$ cat src/hw/ipx_pkg.sv
/*
 Shared constants and types of the interrupt priority and external
 trigger controller: register offsets, masks, reset values, encodings.
 Assumes a 32-bit AXI4-Lite bus with byte addresses on 8 bits.
*/
package ipx_pkg;

   // Bus widths
   localparam int ADDR_W = 8;
   localparam int DATA_W = 32;

   // Register byte offsets
   localparam logic [7:0] OFS_PRIO0   = 8'h00; // four priority registers
   localparam logic [7:0] OFS_TRIG0   = 8'h10; // four trigger registers
   localparam logic [7:0] OFS_EN_LO   = 8'h20;
   localparam logic [7:0] OFS_EN_HI   = 8'h24;
   localparam logic [7:0] OFS_FLAG_LO = 8'h28;
   localparam logic [7:0] OFS_FLAG_HI = 8'h2c;
   localparam logic [7:0] OFS_PINSEL  = 8'h30;
   localparam logic [7:0] OFS_CTRL    = 8'h34; // global enable
   localparam logic [7:0] OFS_STATUS  = 8'h38; // read-only service state
   localparam logic [7:0] OFS_STEP    = 8'h04;

   // Reset value and writable masks
   localparam logic [7:0] RST_BYTE    = 8'h00;
   localparam logic [7:0] EN_LO_MASK  = 8'hfc;
   localparam logic [7:0] PINSEL_MASK = 8'h03;
   localparam logic [7:0] CTRL_MASK   = 8'h01;

   // Source numbers in polling order of the two private vectors
   localparam logic [3:0] SRC_EXT0 = 4'h0;
   localparam logic [3:0] SRC_EXT1 = 4'h2;

   // Bus responses
   localparam logic [1:0] RESP_OKAY   = 2'h0;
   localparam logic [1:0] RESP_SLVERR = 2'h2;

   // Priority codes
   localparam logic [1:0] LVL_LOWEST  = 2'h0;
   localparam logic [1:0] LVL_HIGHEST = 2'h3;

   // Trigger type of one external input
   typedef enum logic [1:0] {
      TRIG_LOW  = 2'h0,
      TRIG_FALL = 2'h1,
      TRIG_RISE = 2'h2,
      TRIG_BOTH = 2'h3
   } ipx_trig_t;

   // Request offered to the CPU core
   typedef struct packed {
      logic       valid;
      logic [3:0] id;
      logic [1:0] level;
   } ipx_irq_t;

   // Events from the CPU core
   typedef struct packed {
      logic ack;  // current request taken
      logic reti; // service routine ended
   } ipx_cpu_evt_t;

endpackage

$ cat src/hw/ipx_ctrl.sv
/*
 Interrupt priority and external trigger controller: priority fields,
 trigger selection and request flags of sixteen external inputs,
 enables of inputs 2-15, pin choice for inputs 0 and 1, and the priority arbiter.
 Assumes an AXI4-Lite master on aclk, raw asynchronous pins, and a CPU
 core that pulses ack and reti on aclk.
*/
// The implementer's own choices: the AXI4-Lite register port and the register addresses.
// How it works
// - Two-bit level, 00 lowest, 11 highest
// - Level register 0: t1, ext1, t0, ext0
// - Level register 1: serial b, lvd, wdt, serial a
// - Level register 2: pwm, t4, t3, spi
// - Level register 3: ext groups, adc, t5
// - Two-bit trigger per input, four per register
// - Disabled inputs 2-15 never set flags
// - Low enable bits 1-0 read zero, unwritable
// - High enable bits enable inputs 15-8
// - Flags 2-7 cleared only by software zero
// - Flags 0-1 also cleared on acceptance
// - Flags 8-15 cleared only by software zero
// - Pin choice bit 1 selects ext1 port
// - Pin choice bit 0 selects ext0 port
// - Only strictly higher level preempts service
// - Equal levels resolved by polling order
// - Nothing delivered without global enable
`timescale 1ns/1ns
module ipx_ctrl (
   // Clock and reset
   input  logic                       aclk,
   input  logic                       aresetn,
   // AXI4-Lite write address and data
   input  logic [ipx_pkg::ADDR_W-1:0] awaddr,
   input  logic                       awvalid,
   output logic                       awready,
   input  logic [ipx_pkg::DATA_W-1:0] wdata,
   input  logic [3:0]                 wstrb,
   input  logic                       wvalid,
   output logic                       wready,
   // AXI4-Lite write response
   output logic [1:0]                 bresp,
   output logic                       bvalid,
   input  logic                       bready,
   // AXI4-Lite read
   input  logic [ipx_pkg::ADDR_W-1:0] araddr,
   input  logic                       arvalid,
   output logic                       arready,
   output logic [ipx_pkg::DATA_W-1:0] rdata,
   output logic [1:0]                 rresp,
   output logic                       rvalid,
   input  logic                       rready,
   // External pins
   input  logic [1:0]                 port0_pins,
   input  logic [1:0]                 port1_pins,
   input  logic [15:2]                ext_pins,
   // Peripheral sources and CPU core
   input  logic [15:0]                periph_pend,
   input  logic [15:0]                src_enable,
   input  ipx_pkg::ipx_cpu_evt_t      cpu_evt,
   output ipx_pkg::ipx_irq_t          irq
);

   // Bus state
   logic        awready_reg;
   logic        wready_reg;
   logic        bvalid_reg;
   logic [1:0]  bresp_reg;
   logic        arready_reg;
   logic        rvalid_reg;
   logic [1:0]  rresp_reg;
   logic [31:0] rdata_reg;
   logic [7:0]  aw_addr_reg;   // held write address
   logic [7:0]  w_data_reg;    // held write byte
   logic        w_strb_reg;    // held lane 0 strobe

   // Software registers
   logic [3:0][7:0] prio_reg;  // four level registers
   logic [3:0][7:0] trig_reg;  // four trigger registers
   logic [7:0]      en_lo_reg;
   logic [7:0]      en_hi_reg;
   logic [15:0]     flags_reg;
   logic [15:0]     flags_next;
   logic [7:0]      pinsel_reg;
   logic            ge_reg;    // global_irq_enable

   // Pin sampling
   logic [17:0] sync1_reg;     // first stage, read by sync2 only
   logic [17:0] sync2_reg;
   logic [15:0] cur;           // selected, synchronised inputs
   logic [15:0] prev_reg;      // previous sample of cur

   // Arbitration
   logic [3:0]  in_svc_reg;    // one bit per level in service
   logic [3:0]  in_svc_next;
   ipx_pkg::ipx_irq_t irq_reg;
   ipx_pkg::ipx_irq_t irq_next;

   // Valid, aligned, mapped address
   function automatic logic addr_ok(input logic [7:0] a);
      return (a[1:0] == 2'h0) && (a <= ipx_pkg::OFS_STATUS);
   endfunction

   // Trigger detector for one input
   function automatic logic trig_hit(input logic [1:0] t,
                                     input logic p, input logic c);
      logic hit;
      hit = 1'b0;
      unique case (ipx_pkg::ipx_trig_t'(t))
         ipx_pkg::TRIG_LOW:  hit = !c;
         ipx_pkg::TRIG_FALL: hit = p && !c;
         ipx_pkg::TRIG_RISE: hit = !p && c;
         ipx_pkg::TRIG_BOTH: hit = p ^ c;
      endcase
      return hit;
   endfunction

   // Winner: highest level, lowest index on ties
   function automatic logic [6:0] pick(input logic [15:0] req,
                                       input logic [31:0] lv);
      logic       found;
      logic [3:0] id;
      logic [1:0] best;
      found = 1'b0;
      id    = 4'h0;
      best  = ipx_pkg::LVL_LOWEST;
      for (int i = 0; i < 16; i++) begin
         // Strict compare keeps the earlier source on a tie
         if (req[i] && (!found || lv[2*i+:2] > best)) begin
            found = 1'b1;
            id    = 4'(i);
            best  = lv[2*i+:2];
         end
      end
      return {found, id, best};
   endfunction

   // Outputs straight from flops
   assign awready = awready_reg;
   assign wready  = wready_reg;
   assign bvalid  = bvalid_reg;
   assign bresp   = bresp_reg;
   assign arready = arready_reg;
   assign rvalid  = rvalid_reg;
   assign rresp   = rresp_reg;
   assign rdata   = rdata_reg;
   assign irq     = irq_reg;

   // Write fires once both address and data are held
   wire       wr_fire = !awready_reg && !wready_reg && !bvalid_reg;
   wire       wr_en   = wr_fire && addr_ok(aw_addr_reg) && w_strb_reg;
   wire [7:0] wa      = aw_addr_reg;
   wire       wr_enlo = wr_en && wa == ipx_pkg::OFS_EN_LO;
   wire       wr_enhi = wr_en && wa == ipx_pkg::OFS_EN_HI;
   wire       wr_fl   = wr_en && wa == ipx_pkg::OFS_FLAG_LO;
   wire       wr_fh   = wr_en && wa == ipx_pkg::OFS_FLAG_HI;
   wire       wr_pin  = wr_en && wa == ipx_pkg::OFS_PINSEL;
   wire       wr_ctl  = wr_en && wa == ipx_pkg::OFS_CTRL;

   // Handshakes
   wire aw_hs = awvalid && awready_reg;
   wire w_hs  = wvalid && wready_reg;
   wire b_hs  = bvalid_reg && bready;
   wire ar_hs = arvalid && arready_reg;
   wire r_hs  = rvalid_reg && rready;

   // Write channel: each side held until response taken
   always_ff @(posedge aclk) begin
      if (!aresetn) begin
         awready_reg <= 1'b1;
         wready_reg  <= 1'b1;
         bvalid_reg  <= 1'b0;
         bresp_reg   <= ipx_pkg::RESP_OKAY;
         aw_addr_reg <= 8'h00;
         w_data_reg  <= 8'h00;
         w_strb_reg  <= 1'b0;
      end else begin
         // Address taken
         if (aw_hs) begin
            awready_reg <= 1'b0;
            aw_addr_reg <= awaddr;
         end
         // Data taken; only lane 0 carries a register
         if (w_hs) begin
            wready_reg <= 1'b0;
            w_data_reg <= wdata[7:0];
            w_strb_reg <= wstrb[0];
         end
         // Answer one cycle after both are held
         if (wr_fire) begin
            bvalid_reg <= 1'b1;
            bresp_reg  <= addr_ok(aw_addr_reg) ? ipx_pkg::RESP_OKAY
                                               : ipx_pkg::RESP_SLVERR;
         end else if (b_hs) begin
            bvalid_reg  <= 1'b0;
            awready_reg <= 1'b1;
            wready_reg  <= 1'b1;
         end
      end
   end

   // Read byte selection
   logic [7:0] rd_byte;
   always_comb begin
      rd_byte = 8'h00;
      unique case (araddr)
         ipx_pkg::OFS_PRIO0:                    rd_byte = prio_reg[0];
         ipx_pkg::OFS_PRIO0 + ipx_pkg::OFS_STEP: rd_byte = prio_reg[1];
         ipx_pkg::OFS_PRIO0 + 8'h08:            rd_byte = prio_reg[2];
         ipx_pkg::OFS_PRIO0 + 8'h0c:            rd_byte = prio_reg[3];
         ipx_pkg::OFS_TRIG0:                    rd_byte = trig_reg[0];
         ipx_pkg::OFS_TRIG0 + ipx_pkg::OFS_STEP: rd_byte = trig_reg[1];
         ipx_pkg::OFS_TRIG0 + 8'h08:            rd_byte = trig_reg[2];
         ipx_pkg::OFS_TRIG0 + 8'h0c:            rd_byte = trig_reg[3];
         ipx_pkg::OFS_EN_LO:   rd_byte = en_lo_reg;
         ipx_pkg::OFS_EN_HI:   rd_byte = en_hi_reg;
         ipx_pkg::OFS_FLAG_LO: rd_byte = flags_reg[7:0];
         ipx_pkg::OFS_FLAG_HI: rd_byte = flags_reg[15:8];
         ipx_pkg::OFS_PINSEL:  rd_byte = pinsel_reg;
         ipx_pkg::OFS_CTRL:    rd_byte = {7'h00, ge_reg};
         ipx_pkg::OFS_STATUS:  rd_byte = {3'h0, irq_reg.valid, in_svc_reg};
         default:              rd_byte = 8'h00;
      endcase
   end

   // Read channel: data captured with the address
   always_ff @(posedge aclk) begin
      if (!aresetn) begin
         arready_reg <= 1'b1;
         rvalid_reg  <= 1'b0;
         rresp_reg   <= ipx_pkg::RESP_OKAY;
         rdata_reg   <= 32'h0000_0000;
      end else if (ar_hs) begin
         arready_reg <= 1'b0;
         rvalid_reg  <= 1'b1;
         rdata_reg   <= {24'h00_0000, rd_byte};
         rresp_reg   <= addr_ok(araddr) ? ipx_pkg::RESP_OKAY
                                        : ipx_pkg::RESP_SLVERR;
      end else if (r_hs) begin
         rvalid_reg  <= 1'b0;
         arready_reg <= 1'b1;
      end
   end

   // Level and trigger registers
   always_ff @(posedge aclk) begin
      if (!aresetn) begin
         prio_reg <= {4{ipx_pkg::RST_BYTE}};
         trig_reg <= {4{ipx_pkg::RST_BYTE}};
      end else begin
         for (int k = 0; k < 4; k++) begin
            // Field layout is fixed by source order
            if (wr_en && wa == ipx_pkg::OFS_PRIO0 + 8'(4 * k))
               prio_reg[k] <= w_data_reg;
            // Four inputs per register from bit 0
            if (wr_en && wa == ipx_pkg::OFS_TRIG0 + 8'(4 * k))
               trig_reg[k] <= w_data_reg;
         end
      end
   end

   // Enables, pin choice and global enable
   always_ff @(posedge aclk) begin
      if (!aresetn) begin
         en_lo_reg  <= ipx_pkg::RST_BYTE;
         en_hi_reg  <= ipx_pkg::RST_BYTE;
         pinsel_reg <= ipx_pkg::RST_BYTE;
         ge_reg     <= 1'b0;
      end else begin
         // Low two bits stay zero
         if (wr_enlo)
            en_lo_reg <= w_data_reg & ipx_pkg::EN_LO_MASK;
         if (wr_enhi)
            en_hi_reg <= w_data_reg;
         // Upper six bits stay zero
         if (wr_pin)
            pinsel_reg <= w_data_reg & ipx_pkg::PINSEL_MASK;
         if (wr_ctl)
            ge_reg <= |(w_data_reg & ipx_pkg::CTRL_MASK);
      end
   end

   // Pin synchronisers
   // Cleared to the idle high level: a zero here would fake a low level
   // and a rising edge on every quiet pin just after reset
   always_ff @(posedge aclk) begin
      if (!aresetn) begin
         sync1_reg <= 18'h3_ffff;
         sync2_reg <= 18'h3_ffff;
         prev_reg  <= 16'hffff;
      end else begin
         sync1_reg <= {ext_pins, port1_pins, port0_pins};
         sync2_reg <= sync1_reg;
         prev_reg  <= cur;
      end
   end

   // Port choice for inputs 0 and 1; a change may fake one edge
   assign cur[0]    = pinsel_reg[0] ? sync2_reg[2] : sync2_reg[0];
   assign cur[1]    = pinsel_reg[1] ? sync2_reg[3] : sync2_reg[1];
   assign cur[15:2] = sync2_reg[17:4];

   // Per-input trigger events
   wire [31:0] trig_flat = trig_reg;
   wire [15:0] ev;
   genvar g;
   generate
      for (g = 0; g < 16; g++) begin : g_trig
         assign ev[g] = trig_hit(trig_flat[2*g+:2], prev_reg[g], cur[g]);
      end
   endgenerate

   // Inputs 0 and 1 have no individual enable
   wire [15:0] en_vec = {en_hi_reg, en_lo_reg[7:2], 2'h3};
   // Disabled inputs do not set
   wire [15:0] set_vec = ev & en_vec;

   // Acceptance clears only the private vectors
   wire        took   = cpu_evt.ack && irq_reg.valid;
   wire [15:0] hw_clr = {14'h0000,
                         took && irq_reg.id == ipx_pkg::SRC_EXT1,
                         took && irq_reg.id == ipx_pkg::SRC_EXT0};
   // Writing zero clears, writing one keeps
   wire [15:0] sw_clr = {wr_fh ? ~w_data_reg : 8'h00,
                         wr_fl ? ~w_data_reg : 8'h00};

   // Set wins over any clear in the same cycle
   assign flags_next = (flags_reg & ~hw_clr & ~sw_clr) | set_vec;

   // Request flags
   always_ff @(posedge aclk) begin
      if (!aresetn)
         flags_reg <= 16'h0000;
      else
         flags_reg <= flags_next;
   end

   // Pending vector in polling order; groups OR their flags
   wire [15:0] pend = {|flags_reg[15:8], |flags_reg[7:2], periph_pend[13:3],
                       flags_reg[1], periph_pend[1], flags_reg[0]};
   wire [15:0] req  = pend & src_enable;

   // Level now in service, highest bit set
   wire       any_act = |in_svc_reg;
   wire [1:0] act_lvl = in_svc_reg[3] ? 2'h3 : in_svc_reg[2] ? 2'h2 :
                        in_svc_reg[1] ? 2'h1 : 2'h0;

   // Arbiter result
   wire [31:0] lv_flat = prio_reg;
   wire [6:0]  win     = pick(req, lv_flat);
   wire        win_ok  = win[6] && (!any_act || win[1:0] > act_lvl);

   // Next request and service state
   always_comb begin
      // Dropped on the ack cycle so the same request is not taken twice
      irq_next.valid = win_ok && ge_reg && !cpu_evt.ack;
      irq_next.id    = win[5:2];
      irq_next.level = win[1:0];
      in_svc_next    = in_svc_reg;
      // Return ends the innermost service
      if (cpu_evt.reti && any_act)
         in_svc_next[act_lvl] = 1'b0;
      if (took)
         in_svc_next[irq_reg.level] = 1'b1;
   end

   // Request register and service stack
   always_ff @(posedge aclk) begin
      if (!aresetn) begin
         irq_reg    <= '0;
         in_svc_reg <= 4'h0;
      end else begin
         irq_reg    <= irq_next;
         in_svc_reg <= in_svc_next;
      end
   end

   // Disabled input never raises its flag
   property p_dis_hold;
      @(posedge aclk) disable iff (!aresetn)
      1 |=> ((flags_reg & ~$past(flags_reg) & ~$past(en_vec)) == 16'h0000);
   endproperty
   a_dis_hold: assert property (p_dis_hold)
      else $error("flag set on disabled input");

   // Reserved enable bits read zero
   property p_enlo_rsv;
      @(posedge aclk) disable iff (!aresetn)
      (ar_hs && araddr == ipx_pkg::OFS_EN_LO) |=> (rdata_reg[1:0] == 2'h0);
   endproperty
   a_enlo_rsv: assert property (p_enlo_rsv)
      else $error("reserved enable bits read nonzero");

   // Group flags survive acceptance without a write
   property p_grp_keep;
      @(posedge aclk) disable iff (!aresetn)
      (took && !wr_fl && !wr_fh) |=>
         ((~flags_reg & $past(flags_reg) & 16'hfffc) == 16'h0000);
   endproperty
   a_grp_keep: assert property (p_grp_keep)
      else $error("group flag lost on acceptance");

   // Ext0 flag cleared when taken
   property p_ext0_clr;
      @(posedge aclk) disable iff (!aresetn)
      (took && irq_reg.id == ipx_pkg::SRC_EXT0 && !ev[0]) |=> !flags_reg[0];
   endproperty
   a_ext0_clr: assert property (p_ext0_clr)
      else $error("ext0 flag not cleared on acceptance");

   // Pin choice upper bits read zero
   property p_pin_rsv;
      @(posedge aclk) disable iff (!aresetn)
      (ar_hs && araddr == ipx_pkg::OFS_PINSEL) |=> (rdata_reg[7:2] == 6'h00);
   endproperty
   a_pin_rsv: assert property (p_pin_rsv)
      else $error("pin choice upper bits nonzero");

   // Offered level exceeds level in service
   property p_preempt;
      @(posedge aclk) disable iff (!aresetn)
      irq_reg.valid |-> (!$past(any_act) || irq_reg.level > $past(act_lvl));
   endproperty
   a_preempt: assert property (p_preempt)
      else $error("request not above level in service");

   // No request without global enable
   property p_global;
      @(posedge aclk) disable iff (!aresetn)
      !ge_reg |=> !irq_reg.valid;
   endproperty
   a_global: assert property (p_global)
      else $error("request with global enable off");

   // Falling edge on input 0 sets its flag next cycle
   property p_fall0;
      @(posedge aclk) disable iff (!aresetn)
      (trig_reg[0][1:0] == 2'h1 && prev_reg[0] && !cur[0]) |=> flags_reg[0];
   endproperty
   a_fall0: assert property (p_fall0)
      else $error("falling edge missed on input 0");

   // Level, trigger, high enable and pin choice registers zero at release of reset
   property p_rst_zero;
      @(posedge aclk) disable iff (!aresetn)
      $past(!aresetn) |-> (prio_reg == '0 && trig_reg == '0 &&
                          en_hi_reg == 8'h00 && pinsel_reg == 8'h00);
   endproperty
   a_rst_zero: assert property (p_rst_zero)
      else $error("register not zero after reset");

   // Main scenarios
   c_take: cover property (@(posedge aclk) disable iff (!aresetn) took);
   c_nest: cover property (@(posedge aclk) disable iff (!aresetn)
                           any_act && irq_reg.valid);
   c_wr:   cover property (@(posedge aclk) disable iff (!aresetn) b_hs);

endmodule

$ cat config.mk
export PLATFORM = sky130hd
export DESIGN_NAME = ipx_ctrl
export DESIGN_NICKNAME = d
export VERILOG_FILES = /design/src/hw/ipx_pkg.sv /design/src/hw/ipx_ctrl.sv
export SDC_FILE = /design/constraint.sdc
export NUM_CORES = 1
export LEC_CHECK = 0
export BUFFER_PORTS_ARGS = -buffer_cell sky130_fd_sc_hd__buf_4
export CORE_MARGIN = 4
export CORE_UTILIZATION = 30
export CTS_CLUSTER_SIZE = 12
export DETAILED_ROUTE_END_ITERATION = 8
export PLACE_DENSITY = 0.59
export SLEW_MARGIN = 20
export SYNTH_ARGS = -nofsm -noshare
export SYNTH_HDL_FRONTEND = slang
export SYNTH_SLANG_ARGS = --single-unit
$ cat constraint.sdc
create_clock -name aclk -period 54.6 [get_ports aclk]
set_clock_uncertainty 0.15 [all_clocks]
set_input_delay 5.46 -clock aclk [delete_from_list [all_inputs] [get_ports aclk]]
set_output_delay 5.46 -clock aclk [all_outputs]
set_load 0.005 [all_outputs]
==> results.tsv <==
metric	value	unit
num_antenna_cells	0	
timing.setup.tns	0	ns
rsz0062_at_grt	no	
grt_pass1_vias	8038	
post-cts-setup-buffer-count	0	
rows	66	
synth_cells	1137	
dieArea	35800	um^2
fmax	0.0382	GHz
ctsRootBufferMaster	clkbuf_16	
finalSetupViolCount	0	
detailed_place_hpwl	22.3	mm
yosysMostFrequentCell	dfxtp_1	
gp_congestion	0.924	
required	54.76	ns
cts-buffers-inserted	17	
relSlewSlack	27.2	%
slowest_stage	a311oi_2	
worst_slack	28.45	ns
clk_pin_slew	0.08	ns
clockBufferDepth	2	
crit_path_end_kind	flip-flop	
drive_above_1_share	13.7	%
io_pins	159	
ys.flop_type	dfxtp_1	
yosysWarnings	0	
postCtsHoldBufs	0	
status	complete, no violations	
yosys.area.top_type	dfxtp_1	
ys_ff_latch	192	
critPathMostFrequentCell	ha_1	
p_comb_share	11.6	%
clkLatencyLatePin	0.44	ns
synth_edf_count	0	
grt_max_degree	89	
grt_overflow	0	
initial_core_util	30.4	%
synth.distinct_cells	73	
wl_per_cell	17.5	um
period_needed	26.15	ns
yosys-top-cells-count	192 x dfxtp_1, 148 x nor2_1, 101 x nand2_1, 90 x a21oi_1, 82 x mux2i_1	
irDropWorstVdd	18.0	uV
finalPower	0.311	mW
grt_usage	16.0	%
crit_type	input pin to flip-flop	
via_per_inst	5.05	
drc	0	
arrival	26.31	ns
hold_path_class	flip-flop to flip-flop	
htree_levels	4	
switching_share	26.9	%
netlist_area	9860	um^2
worstMarginPinSlew	1.09	ns
max_cap_viol_count	0	
cts_sinks	192	
route.vias.total	8446	
start_kind	input pin	
final_util	35.5	%
post-place-cells	1641	
synth_seq_area_share	39.0	%
p_per_area	27.0	nW/um^2
synth_area_leaders	dfxtp_1 39%, mux2i_1 8.3%, ha_1 7.0%	
drt_iter0_drc	614	
grt_antenna_before_repair	0	
timing.final.crit_share	47.9	%
routed_wirelength	29.3	mm
ant_nets	0	
die_w	189	um
numPortBuffers	101	
drv_slew	0	
core	32500	um^2
finalNonFillerCells	1673	
synth_top_area_share	39.0	%
hold_violations	0	
n_fill_cell	3368	
crit_path_max_incr_delay	0.60	ns
avgSynthCellArea	8.67	um^2
clockPowerShare	40.8	%
drt_first_pass_iters	5	
seq_power_share	47.6	%
syn2layout_area_growth	16.9	%
grt_pass1_wl	45.8	mm
ctsResizeCount	0	
die_y	189	um
p_switching	0.0837	mW
cp_max_fo	9	
leakage	4.55	nW
nets	1384	
place_ws	28.20	ns
cts_tree	yes	
async_flop_share	0	%
p_int	0.227	mW
==> final timing paths <==
| kind | startpoint | end | slack [ns] | depth (start not counted) |
|---|---|---|---|---|
| worst max-delay path | src_enable[0] | irq[6]$_SDFF_PN0_ | 28.45 | 98 |
| worst min register to register | sync1_reg[1]$_SDFF_PN1_ | sync2_reg[1]$_SDFF_PN1_ | 0.26 | 1 |
| worst min-delay path | sync1_reg[1]$_SDFF_PN1_ | sync2_reg[1]$_SDFF_PN1_ | 0.26 | 1 |
| worst max register to register | flags_reg[0]$_SDFF_PN0_ | irq[6]$_SDFF_PN0_ | 33.00 | 97 |
==> cell families after synthesis <==
kind of cell	synth area share [%]
fa+ha+maj	7.18
simple gates	18.4
flops	39.0
mux	11.1
other cells	0.0380
buf+inv	6.39
compound gates	17.9
==> power groups by stage <==
stage / Sequential (mW) / Combinational, mW / Clock, mW
floorplan: 0.149 / 0.0257 / 0
global placement: 0.151 / 0.0354 / 0
detailed placement: 0.151 / 0.0360 / 0
CTS: 0.148 / 0.0362 / 0.130
global route: 0.149 / 0.0405 / 0.136
finish: 0.148 / 0.0360 / 0.127
==> metal layers <==
layer  vias to the layer above  part of all wire [%]  wire length [um]  global-route usage, %
met5                         -                     0                 0                      0
met4                         0                   2.2               653                   4.79
li1                       4147                     -                 -                      -
met3                        44                   5.1              1490                   2.78
met2                       241                    46             13600                   26.3
met1                      4014                    46             13600                   21.7
==> cell usage in the layout, fill, tap and decap left out, types with 7 or more instances in the layout <==
cell type,count
nand2b_1,41
nor2b_1,8
nand2_1,101
nand4_1,8
ha_1,55
dfxtp_1,192
o211ai_1,8
o21ai_0,44
a21oi_1,90
and2_1,7
a31oi_1,7
nor3_1,7
conb_1,26
or4_1,7
mux4_2,10
nand3_1,33
a21o_1,8
inv_1,76
buf_4,102
a22oi_1,37
mux2i_1,82
nor2_1,148
and4_1,10
a222oi_1,11
clkbuf_16,17
==> worst max-delay path: cells and delay by family <==
family | cells | cell delay, ns
buffers and inverters | 4 | 0.28
adders and majority gates | 18 | 4.95
AOI/OAI and AO/OA | 48 | 10.92
muxes | 3 | 1.07
and+or+nand+nor | 25 | 3.61
==> per-stage QoR <==
step | instance area, um^2 | hold WS, ns
final | 11500 | 0.257
after global placement | 10900 | 0.244
after detailed placement | 10900 | 0.242
after CTS | 11500 | 0.258
after global routing | 11500 | 0.282
after floorplan | 9960 | 0.236
==> area by class of cell <==
cell class,count,area [um^2],area share [%]
clock buffers,19,453,3.93
clock inverters,13,140,1.22
inverters,77,290,2.52
multi-input cells,828,5480,47.6
flip-flops and latches,192,3840,33.3
well taps,442,553,4.80
repair buffers,102,766,6.64
Power figures use the tool's default switching activity.
